`src/rtl/usc_pkg.sv`:
```
// Constants for the serial port control, status and bit-rate block.
// Assumes a special function register port with 8-bit addresses and data.
package usc_pkg;

	// ==========================================================
	// Register addresses and control register reset value
	localparam logic [7:0] SERIAL_CTRL_REG_ADDR = 8'h98;
	localparam logic [7:0] SERIAL_BUFFER_ADDR = 8'h99;
	localparam logic [7:0] SERIAL_CTRL_REG_RESET = 8'h00;

	// ==========================================================
	// Control register field positions
	localparam int B7_POS = 7;
	localparam int MODE_LO_POS = 6;
	localparam int MPF_POS = 5;
	localparam int REN_POS = 4;
	localparam int TX9_POS = 3;
	localparam int RX9_POS = 2;
	localparam int TDONE_POS = 1;
	localparam int RDONE_POS = 0;

	// ==========================================================
	// Mode codes {uart_mode_hi, uart_mode_lo}
	localparam logic [1:0] MODE_SHIFT = 2'h0;
	localparam logic [1:0] MODE_UART8 = 2'h1;
	localparam logic [1:0] MODE_UART9_FIXED = 2'h2;
	localparam logic [1:0] MODE_UART9_VAR = 2'h3;

	// ==========================================================
	// Timing
	localparam int M0_DIV = 6;
	localparam logic [2:0] M0_LAST = 3'(M0_DIV - 1);
	localparam logic [2:0] M0_SAMPLE = 3'h4;
	localparam logic [2:0] M0_CLK_HIGH = 3'h3;
	localparam logic [3:0] SUB_LAST = 4'hF;
	localparam logic [3:0] SAMPLE_A = 4'h7;
	localparam logic [3:0] SAMPLE_B = 4'h8;
	localparam logic [3:0] SAMPLE_C = 4'h9;
	localparam logic [3:0] STOP_IDX8 = 4'h9;
	localparam logic [3:0] STOP_IDX9 = 4'hA;
	localparam logic [2:0] M0_LAST_BIT = 3'h7;

	typedef enum logic [1:0] {USC_TX_IDLE, USC_TX_WAIT, USC_TX_ASYNC, USC_TX_SYNC} usc_tx_state_e;
	typedef enum logic [1:0] {USC_RX_IDLE, USC_RX_ASYNC, USC_RX_SYNC} usc_rx_state_e;

endpackage

```
`src/rtl/usc_rate_gen.sv`:
```
// Sixteenth-of-bit tick generator for the asynchronous modes.
// Assumes timer1_ovf is a one-cycle pulse per timer 1 overflow.
`timescale 1ns/10ps
module usc_rate_gen (
	input wire logic clock, // CPU clock
	input wire logic reset_n, // Asynchronous reset, active low
	input wire logic variable_rate, // High in the timer-driven modes
	input wire logic rate_double, // Rate-double select
	input wire logic timer1_ovf, // Timer 1 overflow pulse
	output logic tick16 // One pulse per sixteenth of a bit
);

	// ==========================================================
	// Source select and divide-by-two prescaler
	logic half;
	wire source = variable_rate ? timer1_ovf : 1'b1;

	// Fixed 9-bit mode: clock/2 ticks give clock/32, clock ticks give clock/16
	// Variable modes: overflow/2 gives clock/192/(256-reload), overflow gives /96
	assign tick16 = source & (rate_double | half);

	// Prescaler toggles on each source event
	always_ff @(posedge clock or negedge reset_n) begin
		if (!reset_n) begin
			half <= 1'b0;
		end else if (source) begin
			half <= ~half;
		end
	end

endmodule

```
`src/rtl/usc_serial_port.sv`:
```
// Serial port control, status, bit-rate selection and frame engine.
// Assumes a synchronous special function register port and synchronous pins.
`timescale 1ns/10ps
module usc_serial_port (
	input wire logic clock, // CPU clock
	input wire logic reset_n, // Asynchronous reset, active low
	input wire logic [7:0] sfr_addr, // Register address
	input wire logic sfr_wr, // Register write strobe
	input wire logic sfr_rd, // Register read strobe
	input wire logic [7:0] sfr_wdata, // Register write data
	output logic [7:0] sfr_rdata, // Register read data, one cycle later
	input wire logic bit7_view_sel, // Power control bit 7 view select
	input wire logic rate_double, // Power control rate-double bit
	input wire logic timer1_ovf, // Timer 1 overflow pulse
	input wire logic rxd_in, // Receive pin level
	output logic rxd_out, // Receive pin drive in shift mode
	output logic rxd_oe, // Receive pin output enable
	output logic txd_out // Transmit pin or shift clock
);

	// ==========================================================
	// Control register state
	logic uart_mode_hi, uart_mode_lo, multiproc_filter_en, rx_enable;
	logic tx_ninth_bit, rx_ninth_bit, transmit_done_flag, receive_done_flag, framing_error;
	logic [7:0] rx_buffer;
	usc_pkg::usc_tx_state_e tx_state;
	usc_pkg::usc_rx_state_e rx_state;
	logic [9:0] tx_shift;
	logic [3:0] tx_cnt, tx_sub, rx_cnt, rx_sub;
	logic [8:0] rx_shift;
	logic [2:0] m0_phase;
	logic [1:0] samples;
	logic rxd_prev;
	logic tick16;
	logic set_ti, set_ri, set_fe, load_rx;
	logic [8:0] load_val;

	// Register access decode
	wire [1:0] mode = {uart_mode_hi, uart_mode_lo};
	wire mode_shift = (mode == usc_pkg::MODE_SHIFT);
	wire mode_nine = uart_mode_hi;
	wire variable_rate = uart_mode_lo;
	wire wr_serial_ctrl_reg = sfr_wr && (sfr_addr == usc_pkg::SERIAL_CTRL_REG_ADDR);
	wire wr_serial_buffer = sfr_wr && (sfr_addr == usc_pkg::SERIAL_BUFFER_ADDR);
	wire [3:0] stop_idx = mode_nine ? usc_pkg::STOP_IDX9 : usc_pkg::STOP_IDX8;
	wire m0_end = (m0_phase == usc_pkg::M0_LAST);
	wire tx_edge = tick16 && (tx_sub == usc_pkg::SUB_LAST);
	wire majority = (samples[0] & samples[1]) | (rxd_in & (samples[0] | samples[1]));
	wire rx_decide = tick16 && (rx_sub == usc_pkg::SAMPLE_C);
	wire bit7_read = bit7_view_sel ? framing_error : uart_mode_hi;
	wire [7:0] serial_ctrl_reg_view = {bit7_read, uart_mode_lo, multiproc_filter_en, rx_enable,
		tx_ninth_bit, rx_ninth_bit, transmit_done_flag, receive_done_flag};

	// ==========================================================
	// Bit-rate tick for the asynchronous modes
	usc_rate_gen u_rate (
		.clock(clock),
		.reset_n(reset_n),
		.variable_rate(variable_rate),
		.rate_double(rate_double),
		.timer1_ovf(timer1_ovf),
		.tick16(tick16)
	);

	// Shift-mode machine cycle phase, one bit per six clocks
	always_ff @(posedge clock or negedge reset_n) begin
		if (!reset_n) begin
			m0_phase <= 3'h0;
		end else begin
			m0_phase <= m0_end ? 3'h0 : m0_phase + 3'h1;
		end
	end

	// ==========================================================
	// Control register writes; hardware sets win over software clears
	always_ff @(posedge clock or negedge reset_n) begin
		if (!reset_n) begin
			{uart_mode_hi, uart_mode_lo, multiproc_filter_en, rx_enable} <= 4'h0;
			{tx_ninth_bit, transmit_done_flag, receive_done_flag, framing_error} <= 4'h0;
		end else begin
			if (wr_serial_ctrl_reg) begin
				if (bit7_view_sel) framing_error <= sfr_wdata[usc_pkg::B7_POS];
				if (!bit7_view_sel) uart_mode_hi <= sfr_wdata[usc_pkg::B7_POS];
				uart_mode_lo <= sfr_wdata[usc_pkg::MODE_LO_POS];
				multiproc_filter_en <= sfr_wdata[usc_pkg::MPF_POS];
				rx_enable <= sfr_wdata[usc_pkg::REN_POS];
				tx_ninth_bit <= sfr_wdata[usc_pkg::TX9_POS];
				transmit_done_flag <= sfr_wdata[usc_pkg::TDONE_POS];
				receive_done_flag <= sfr_wdata[usc_pkg::RDONE_POS];
			end
			if (set_fe) framing_error <= 1'b1;
			if (set_ti) transmit_done_flag <= 1'b1;
			if (set_ri) receive_done_flag <= 1'b1;
		end
	end

	// Registered read port; unmapped addresses read zero
	always_ff @(posedge clock or negedge reset_n) begin
		if (!reset_n) begin
			sfr_rdata <= 8'h00;
		end else if (sfr_rd) begin
			sfr_rdata <= (sfr_addr == usc_pkg::SERIAL_CTRL_REG_ADDR) ? serial_ctrl_reg_view :
				(sfr_addr == usc_pkg::SERIAL_BUFFER_ADDR) ? rx_buffer : 8'h00;
		end
	end

	// ==========================================================
	// Transmitter
	assign set_ti = ((tx_state == usc_pkg::USC_TX_ASYNC) && tx_edge && (tx_cnt + 4'h1 == stop_idx))
		|| ((tx_state == usc_pkg::USC_TX_SYNC) && m0_end && (tx_cnt[2:0] == usc_pkg::M0_LAST_BIT));

	// Pins: idle high, start bit low, then the shifter; shift clock in shift mode
	always_comb begin
		txd_out = 1'b1;
		rxd_out = 1'b1;
		rxd_oe = 1'b0;
		if (tx_state == usc_pkg::USC_TX_ASYNC) begin
			txd_out = (tx_cnt == 4'h0) ? 1'b0 : tx_shift[0];
		end else if (tx_state == usc_pkg::USC_TX_SYNC) begin
			txd_out = (m0_phase >= usc_pkg::M0_CLK_HIGH);
			rxd_out = tx_shift[0];
			rxd_oe = 1'b1;
		end else if (rx_state == usc_pkg::USC_RX_SYNC) begin
			txd_out = (m0_phase >= usc_pkg::M0_CLK_HIGH);
		end
	end

	// Sixteenth counter aligning transmit bit times
	always_ff @(posedge clock or negedge reset_n) begin
		if (!reset_n) begin
			tx_sub <= 4'h0;
		end else if (tick16) begin
			tx_sub <= tx_sub + 4'h1;
		end
	end

	// Frame sequencing; a buffer write always starts a new frame
	always_ff @(posedge clock or negedge reset_n) begin
		if (!reset_n) begin
			tx_state <= usc_pkg::USC_TX_IDLE;
			tx_shift <= 10'h3FF;
			tx_cnt <= 4'h0;
		end else if (wr_serial_buffer) begin
			tx_shift <= {1'b1, (mode_nine ? tx_ninth_bit : 1'b1), sfr_wdata};
			tx_cnt <= 4'h0;
			tx_state <= usc_pkg::USC_TX_WAIT;
		end else begin
			unique case (tx_state)
				usc_pkg::USC_TX_IDLE: ;
				usc_pkg::USC_TX_WAIT: begin
					if (mode_shift && m0_end) tx_state <= usc_pkg::USC_TX_SYNC;
					if (!mode_shift && tx_edge) tx_state <= usc_pkg::USC_TX_ASYNC;
				end
				usc_pkg::USC_TX_ASYNC: begin
					if (tx_edge) begin
						if (tx_cnt == stop_idx) begin
							tx_state <= usc_pkg::USC_TX_IDLE;
						end else begin
							tx_cnt <= tx_cnt + 4'h1;
							if (tx_cnt != 4'h0) tx_shift <= {1'b1, tx_shift[9:1]};
						end
					end
				end
				usc_pkg::USC_TX_SYNC: begin
					if (m0_end) begin
						tx_shift <= {1'b1, tx_shift[9:1]};
						tx_cnt <= tx_cnt + 4'h1;
						if (tx_cnt[2:0] == usc_pkg::M0_LAST_BIT) tx_state <= usc_pkg::USC_TX_IDLE;
					end
				end
			endcase
		end
	end

	// ==========================================================
	// Receiver completion: filter, ninth bit, framing check
	always_comb begin
		set_ri = 1'b0;
		set_fe = 1'b0;
		load_rx = 1'b0;
		load_val = rx_shift;
		if (rx_state == usc_pkg::USC_RX_SYNC && m0_end && rx_cnt[2:0] == usc_pkg::M0_LAST_BIT) begin
			load_rx = 1'b1;
			load_val = {1'b0, rxd_in, rx_shift[7:1]};
			set_ri = 1'b1;
		end else if (rx_state == usc_pkg::USC_RX_ASYNC && rx_decide && rx_cnt == stop_idx) begin
			set_fe = !majority;
			if (!receive_done_flag) begin
				if (mode_nine) begin
					load_rx = !multiproc_filter_en || rx_shift[8];
				end else begin
					load_rx = !multiproc_filter_en || majority;
					load_val = {majority, rx_shift[8:1]};
				end
				set_ri = load_rx;
			end
		end
	end

	// Receive buffer and ninth-bit field
	always_ff @(posedge clock or negedge reset_n) begin
		if (!reset_n) begin
			rx_buffer <= 8'h00;
			rx_ninth_bit <= 1'b0;
		end else if (load_rx) begin
			rx_buffer <= load_val[7:0];
			if (!mode_shift) rx_ninth_bit <= load_val[8];
		end
	end

	// Reception sequencing and majority sampling
	always_ff @(posedge clock or negedge reset_n) begin
		if (!reset_n) begin
			rx_state <= usc_pkg::USC_RX_IDLE;
			rx_shift <= 9'h000;
			rx_cnt <= 4'h0;
			rx_sub <= 4'h0;
			samples <= 2'h0;
			rxd_prev <= 1'b1;
		end else begin
			if (tick16) rxd_prev <= rxd_in;
			unique case (rx_state)
				usc_pkg::USC_RX_IDLE: begin
					rx_cnt <= 4'h0;
					if (rx_enable && mode_shift && !receive_done_flag
						&& tx_state == usc_pkg::USC_TX_IDLE && m0_end) begin
						rx_state <= usc_pkg::USC_RX_SYNC;
					end else if (rx_enable && !mode_shift && tick16 && rxd_prev && !rxd_in) begin
						rx_sub <= 4'h1;
						rx_state <= usc_pkg::USC_RX_ASYNC;
					end
				end
				usc_pkg::USC_RX_ASYNC: begin
					if (!rx_enable || mode_shift) begin
						rx_state <= usc_pkg::USC_RX_IDLE;
					end else if (tick16) begin
						rx_sub <= rx_sub + 4'h1;
						if (rx_sub == usc_pkg::SAMPLE_A) samples[0] <= rxd_in;
						if (rx_sub == usc_pkg::SAMPLE_B) samples[1] <= rxd_in;
						if (rx_decide) begin
							rx_cnt <= rx_cnt + 4'h1;
							if (rx_cnt == 4'h0 && majority) begin
								rx_state <= usc_pkg::USC_RX_IDLE;
							end else if (rx_cnt == stop_idx) begin
								rx_state <= usc_pkg::USC_RX_IDLE;
							end else if (rx_cnt != 4'h0) begin
								rx_shift <= {majority, rx_shift[8:1]};
							end
						end
					end
				end
				usc_pkg::USC_RX_SYNC: begin
					if (!rx_enable) begin
						rx_state <= usc_pkg::USC_RX_IDLE;
					end else if (m0_phase == usc_pkg::M0_SAMPLE) begin
						samples[0] <= rxd_in;
					end else if (m0_end) begin
						rx_shift <= {1'b0, rxd_in, rx_shift[7:1]};
						rx_cnt <= rx_cnt + 4'h1;
						if (rx_cnt[2:0] == usc_pkg::M0_LAST_BIT) begin
							rx_state <= usc_pkg::USC_RX_IDLE;
						end
					end
				end
				default: begin
					rx_state <= usc_pkg::USC_RX_IDLE;
				end
			endcase
		end
	end

endmodule

```
`config.mk`:
```
export PLATFORM = sky130hd
export DESIGN_NAME = usc_serial_port
export DESIGN_NICKNAME = d
export VERILOG_FILES = /design/src/rtl/usc_pkg.sv /design/src/rtl/usc_rate_gen.sv /design/src/rtl/usc_serial_port.sv
export SDC_FILE = /design/constraint.sdc
export NUM_CORES = 1
export LEC_CHECK = 0
export ABC_AREA = 0
export BUFFER_PORTS_ARGS = -buffer_cell sky130_fd_sc_hd__buf_2
export CAP_MARGIN = 20
export CORE_MARGIN = 3
export CORE_UTILIZATION = 50
export CTS_CLUSTER_SIZE = 24
export DETAILED_ROUTE_END_ITERATION = 16
export MAX_ROUTING_LAYER = met4
export PLACE_DENSITY = 0.69
export SYNTH_ARGS = -nofsm -noshare
export SYNTH_HDL_FRONTEND = slang
export SYNTH_HIERARCHICAL = 1
export SYNTH_SLANG_ARGS = --single-unit
```
`constraint.sdc`:
```
create_clock -name clock -period 2.4 [get_ports clock]
set_clock_uncertainty 0.1 [all_clocks]
set_input_delay 0.24 -clock clock [delete_from_list [all_inputs] [get_ports clock]]
set_output_delay 0.24 -clock clock [all_outputs]
set_load 0.02 [all_outputs]
```
Word-level counts from Yosys, hierarchy flattened
Index checks and enable logic that the tools add are counted.
{ "word_totals": {"regBits": 71, "output_inout_bits": 11, "elab_cells": 237} }
{ "op_classes": {"addsub": 5, "n_lt_le_gt_ge": 1, "eq_ne": 45, "mux": 91, "bitwise_logic": 10, "n_reduce_logical": 61} }
{ "op_table": {"columns": ["cell", "count"], "rows": [
  ["2-to-1 mux 9 bit", 13],
  ["2-to-1 mux 4 bit", 14],
  ["2-to-1 mux 10 bit", 5],
  ["2-to-1 mux 2 bit", 19],
  ["2-to-1 mux 1 bit", 29],
  ["logical AND 1 bit", 23],
  ["!= test 2 bit (second input constant)", 10],
  ["case mux 10 bit (2 select lines)", 1],
  ["!= test 3 x 2 -> 1 bit (second input constant)", 6],
  ["!= test 3 bit (second input constant)", 6],
  ["case mux 9 bit (2 select lines)", 1],
  ["adder 4 x 1 -> 4 bit (second input constant)", 4],
  ["== test 8 bit (second input constant)", 2],
  ["2-to-1 mux 8 bit", 2],
  ["case mux 4 bit (2 select lines)", 2],
  ["AND reduction 7 bit", 2],
  ["== test 3 bit (second input constant)", 4],
  ["== test 4 bit", 3],
  ["== test 4 bit (second input constant)", 3],
  ["case mux 2 bit (3 select lines)", 2],
  ["case mux 4 bit (3 select lines)", 1],
  ["AND reduction 6 bit", 2],
  ["nonzero test 2 bit", 6],
  ["nonzero test 4 bit", 3],
  ["22 further kinds", 50]
]} }

Depth between registers and ports, before layout
{ "depth": {"word_depth": 10, "mapped_depth": 9, "ltp_nobuf": 7} }

Cells and area by module
Netlist, hierarchy kept.
{ "by_module_without_submodules": {"columns": ["mod", "instances", "cells_each", "area_each_um2", "seq_area_each_um2"], "rows": [
  ["usc_serial_port", 1, 377, 3808.7, 1739.2],
  ["usc_rate_gen", 1, 5, 55.1, 25.0]
]} }

Least setup slack after synthesis
OpenSTA, ideal clock, no wires.
{ "synth_path": {"path_type": "register -> register", "start": "register uart_mode_lo", "end": "register rx_shift[0]", "t_arrival_ns": 1.925, "path_slack_ns": 0.250, "path_stages_with_launch": 8, "n_path_buf": 1, "period_less_slack_ns": 2.150, "cell_sequence": "dfrtp_1 nor2b_4 nor2_1 buf_4 nand4b_2 o41ai_4 o2111ai_4 mux2_2"} }
{ "synth_between": {"elab_chain_cells": 5} }
{ "synth_lines": {"columns": ["item", "line_no", "rtl"], "rows": [
  ["start, declared", "usc_serial_port.sv:23", "logic uart_mode_hi, uart_mode_lo, multiproc_filter_en, rx_enable;"],
  ["start signal, assigned", "usc_serial_port.sv:84", "uart_mode_lo <= sfr_wdata[usc_pkg::MODE_LO_POS];"],
  ["2-to-1 mux 1 bit *", "usc_rate_gen.sv:16", "wire source = variable_rate ? timer1_ovf : 1'b1;"],
  ["bitwise AND 1 bit *", "usc_rate_gen.sv:20", "assign tick16 = source & (rate_double | half);"],
  ["net tick16", "usc_serial_port.sv:34", "logic tick16;"],
  ["logical AND 1 bit", "usc_serial_port.sv:49", "wire rx_decide = tick16 && (rx_sub == usc_pkg::SAMPLE_C);"],
  ["!= test 2 bit (no line)", null, null],
  ["AND reduction 10 bit (no line) *", null, null],
  ["end signal, assigned", "usc_serial_port.sv:247", "rx_shift <= {majority, rx_shift[8:1]};"],
  ["end signal, assigned", "usc_serial_port.sv:258", "rx_shift <= {1'b0, rxd_in, rx_shift[7:1]};"],
  ["end, declared", "usc_serial_port.sv:30", "logic [8:0] rx_shift;"]
]} }
Mark *: on every way through the listed nets, which the timed path passes. The rest lies on a longest branch.
A chain may end at the register's enable or synchronous reset.

Worst setup path after layout
{ "layout_path": {"start": "register uart_mode_lo", "end": "register rx_shift[7]"} }
Same word-level chain as after synthesis.

==> impl_metrics.env <==
export IMPL_gp_congestion=0.8413
export IMPL_reg2reg_slack_ns=0.16
export IMPL_cts_sinks=70
export IMPL_initial_standard_cell_utilization_of_the_core_pct=52.43
export IMPL_sequential_cell_area_fraction_in_the_yosys_report_pct=45.66
export IMPL_synth_warnings=6
export IMPL_synth_flop_cell="sky130_fd_sc_hd__dfrtp_1"
export IMPL_detail_route_first_pass_iterations=4
export IMPL_post_drt_wl_per_cell_um=15.50
export IMPL_clkTransAtPathRegs_ns=0.07
export IMPL_num_vias=2955
export IMPL_post_layout_nonfiller_instances=530
export IMPL_floorplan_die_width_um=93.91
export IMPL_worst_hold_path_type="in -> reg"
export IMPL_h_tree_depth=3
export IMPL_synth_async_reset_ratio_pct=100.0
export IMPL_total_power_mw=3.215
export IMPL_hold_path_cell_count=3
export IMPL_ir_drop_mv=0.4232
export IMPL_timing_fmax_mhz=446.9
export IMPL_r2r_depth=6
export IMPL_status="completed"
export IMPL_timing_critical_path_from="uart_mode_lo"
export IMPL_root_buffer="sky130_fd_sc_hd__clkbuf_8"
export IMPL_place_hpwl_um=6071
export IMPL_worst_ep_arrival_time_ns=2.37
export IMPL_number_of_global_route_vias_before_repair=2956
export IMPL_cpMaxStageDelayCell="sky130_fd_sc_hd__o41ai_4"
export IMPL_reg2reg_from="uart_mode_lo"
export IMPL_dieHeight_um=93.91
export IMPL_drc_errors=0
export IMPL_max_slew_worst_pin_slew_ns=0.5938
export IMPL_synth_seq_cells=70
export IMPL_drt_vias_per_instance=5.575
export IMPL_cp_data_required_time_ns=2.53
export IMPL_mappedNetlistArea_sq_mm=0.003864
export IMPL_setup_worst_path_end="rx_shift[7]"
export IMPL_number_of_flops_mapped_to_enable_cells_by_yosys=0
export IMPL_cp_end_kind="flop"
export IMPL_largest_net_degree_at_the_start_of_global_routing=28
export IMPL_first_iter_violations=154
export IMPL_maxSlewHeadroom_pct=60.41
export IMPL_period_needed_ns=2.237
export IMPL_syn_avg_cell_area_sq_um=10.11
export IMPL_timing_final_setup_violations=0
export IMPL_share_of_layout_cells_above_drive_strength_1_pct=24.36
export IMPL_count_of_max_cap_constraint_violations=0
export IMPL_synthesized_net_count=420
export IMPL_timing_hold_violations_final=0
export IMPL_post_route_period_util_pct=93.23
export IMPL_worst_slack_ns=0.1625
export IMPL_share_of_the_core_filled_with_cells_pct=59.85
export IMPL_layout_area_overhead_pct=14.15
export IMPL_num_io_pins=35
export IMPL_p_leak_nw=1.981
export IMPL_worst_reg2reg_endpoint="rx_shift[7]"
export IMPL_start_kind="flop"
export IMPL_grt_setup_unrepaired="true"
export IMPL_dp_cells=512
export IMPL_finalNetCount=465
export IMPL_dp_slack_ns=0.1696
export IMPL_crit_path_cell_trace="nor2b_4 > nor2_1 > nand4b_2 > o41ai_4 > o2111ai_4 > mux2_2"
export IMPL_grt_antenna_before_repair=0
export IMPL_crit_path_max_fanout=9
export IMPL_p_per_area_mw_per_mm2=728.9
export IMPL_syn_instance_count=382
export IMPL_fin_worst_hold_slack_ns=0.02085
export IMPL_port_buffer_count=34
export IMPL_criticalPathCategory="reg -> reg"
export IMPL_global_route_overflow_total=0
export IMPL_synth_distinct_cells=60
export IMPL_grt_first_pass_wirelength_um=14210
export IMPL_floorplan_rows=31
export IMPL_area_inside_the_core_boundary_sq_mm=0.007370
export IMPL_tritoncts="built"
export IMPL_drtAntennaViolNets=0
export IMPL_grtUsageTotal_pct=21.33
export IMPL_routed_wl_um=8213
export IMPL_die_area_sq_mm=0.008818
export IMPL_total_clock_buffers_created_by_cts=9
export IMPL_report_final_slew_viol_count=0
export IMPL_insertion_delay_ns=0.35
export IMPL_crit_path_max_incr_delay_ns=0.40
export IMPL_antennaDiodeCount=0
export IMPL_clock_path_buffers=2
[cells in the final DEF (no fill, tap or decap), types with 5 or more instances in the layout]
cell and n:
sky130_fd_sc_hd__a21oi_1 20, sky130_fd_sc_hd__nor3_1 6, sky130_fd_sc_hd__nand2b_1 7, sky130_fd_sc_hd__o31ai_1 5
sky130_fd_sc_hd__buf_4 15, sky130_fd_sc_hd__mux2_2 19, sky130_fd_sc_hd__buf_2 34, sky130_fd_sc_hd__nand3_1 8
sky130_fd_sc_hd__ha_1 14, sky130_fd_sc_hd__nand2_1 43, sky130_fd_sc_hd__o21ai_1 5, sky130_fd_sc_hd__mux2i_1 20
sky130_fd_sc_hd__and2_1 5, sky130_fd_sc_hd__inv_1 19, sky130_fd_sc_hd__dfrtp_1 60, sky130_fd_sc_hd__clkbuf_8 12
sky130_fd_sc_hd__a22oi_1 9, sky130_fd_sc_hd__nor2_1 23, sky130_fd_sc_hd__dfstp_2 10, sky130_fd_sc_hd__o21ai_0 30
[power by group]
part	internal [mW]	switching, mW	total [mW]
Sequential	1.36	0.146	1.50
Clock	0.557	0.430	0.988
Combinational	0.333	0.389	0.722
[synthesized netlist by cell type (all sizes together) (4+ instances only)]
cell,count,share of area (%)
a21oi,22,3.2
a22oi,9,1.7
a31oi,4,0.65
and2,5,0.81
buf,11,1.7
clkbuf,6,0.58
dfrtp,60,39
dfstp,10,6.8
ha,14,4.5
inv,19,1.8
mux2,19,5.5
mux2i,20,5.2
nand2,43,4.2
nand2b,7,1.1
nand3,8,1.0
nor2,23,2.2
nor2b,5,1.0
nor3,7,1.0
o21ai,35,4.5
o311ai,4,0.91
o31ai,5,0.97
xnor2,4,0.91
[per-stage QoR]
stage               instance area, sq um  TNS (ns)
detailed placement                  4175         0
CTS                                 4403         0
global placement                    4175         0
floorplan                           3864         0
global route                        4410  -0.04301
finish                              4410         0
[kinds of logic after synthesis]
group,count (synthesis),share of synthesized area (%)
xor gates and xnor gates,6,1.360
DFF,70,45.66
buffers and inverters,36,4.112
and+or+nand+nor,121,16.13
muxes,39,10.72
AOI/OAI and AO/OA,95,17.23
adders and majority gates,15,4.793
[worst max-delay path: cells and delay by family, from the launching register on]
family | cells | cell delay [ns]
AOI/OAI and AO/OA | 2 | 0.67
DFF | 1 | 0.38
muxes | 1 | 0.35
and+or+nand+nor | 3 | 0.61
[state kept, by name (all words and copies together) (netlist names)]
register	flops
sfr_rdata	8
rx_enable	1
rx_sub	4
tx_cnt	4
samples	2
rx_ninth_bit	1
rx_state	2
u_rate/half	1
tx_sub	4
receive_done_flag	1
transmit_done_flag	1
tx_shift	9
tx_ninth_bit	1
tx_state	2
multiproc_filter_en	1
mode_nine	1
m0_phase	3
rx_shift	9
rxd_prev	1
rx_cnt	4
framing_error	1
rx_buffer	8
uart_mode_lo	1
[per-layer routing]
layer | GRT usage, % | share of wire (%)
met1 | 27.82 | 47
met2 | 32.82 | 48
met3 | 5.128 | 4.3
met4 | 7.220 | 1.2
met5 | - | 0
[repair_timing]
item | 4_1_cts | 5_1_grt
endpoints found under the setup margin | 0 | 8
hold buffers | 2 | 0
endpoints found under the hold margin | 19 | 0
resized for setup | 0 | 0
buffers inserted | 0 | 1
[final cells by class]
type / count / area, sq um
inverters: 19 / 71.32
flip-flops and latches: 70 / 1764
multi-input cells: 276 / 1941
well taps: 99 / 123.9
repair buffers: 51 / 302.8
clock buffers: 12 / 165.2
clock inverters: 3 / 42.54
fillers: 638 / 2959
[worst min-delay path by stage]
stage               slack [ns]                  to          from
floorplan                -0.16       framing_error       reset_n
global placement          0.18        tx_ninth_bit       reset_n
detailed placement        0.18  transmit_done_flag       reset_n
CTS                      0.006         tx_shift[6]  sfr_wdata[6]
global route              0.01         tx_shift[6]  sfr_wdata[6]
finish                    0.02         tx_shift[3]  sfr_wdata[3]
Note: power is estimated with default switching activity, not from simulation.
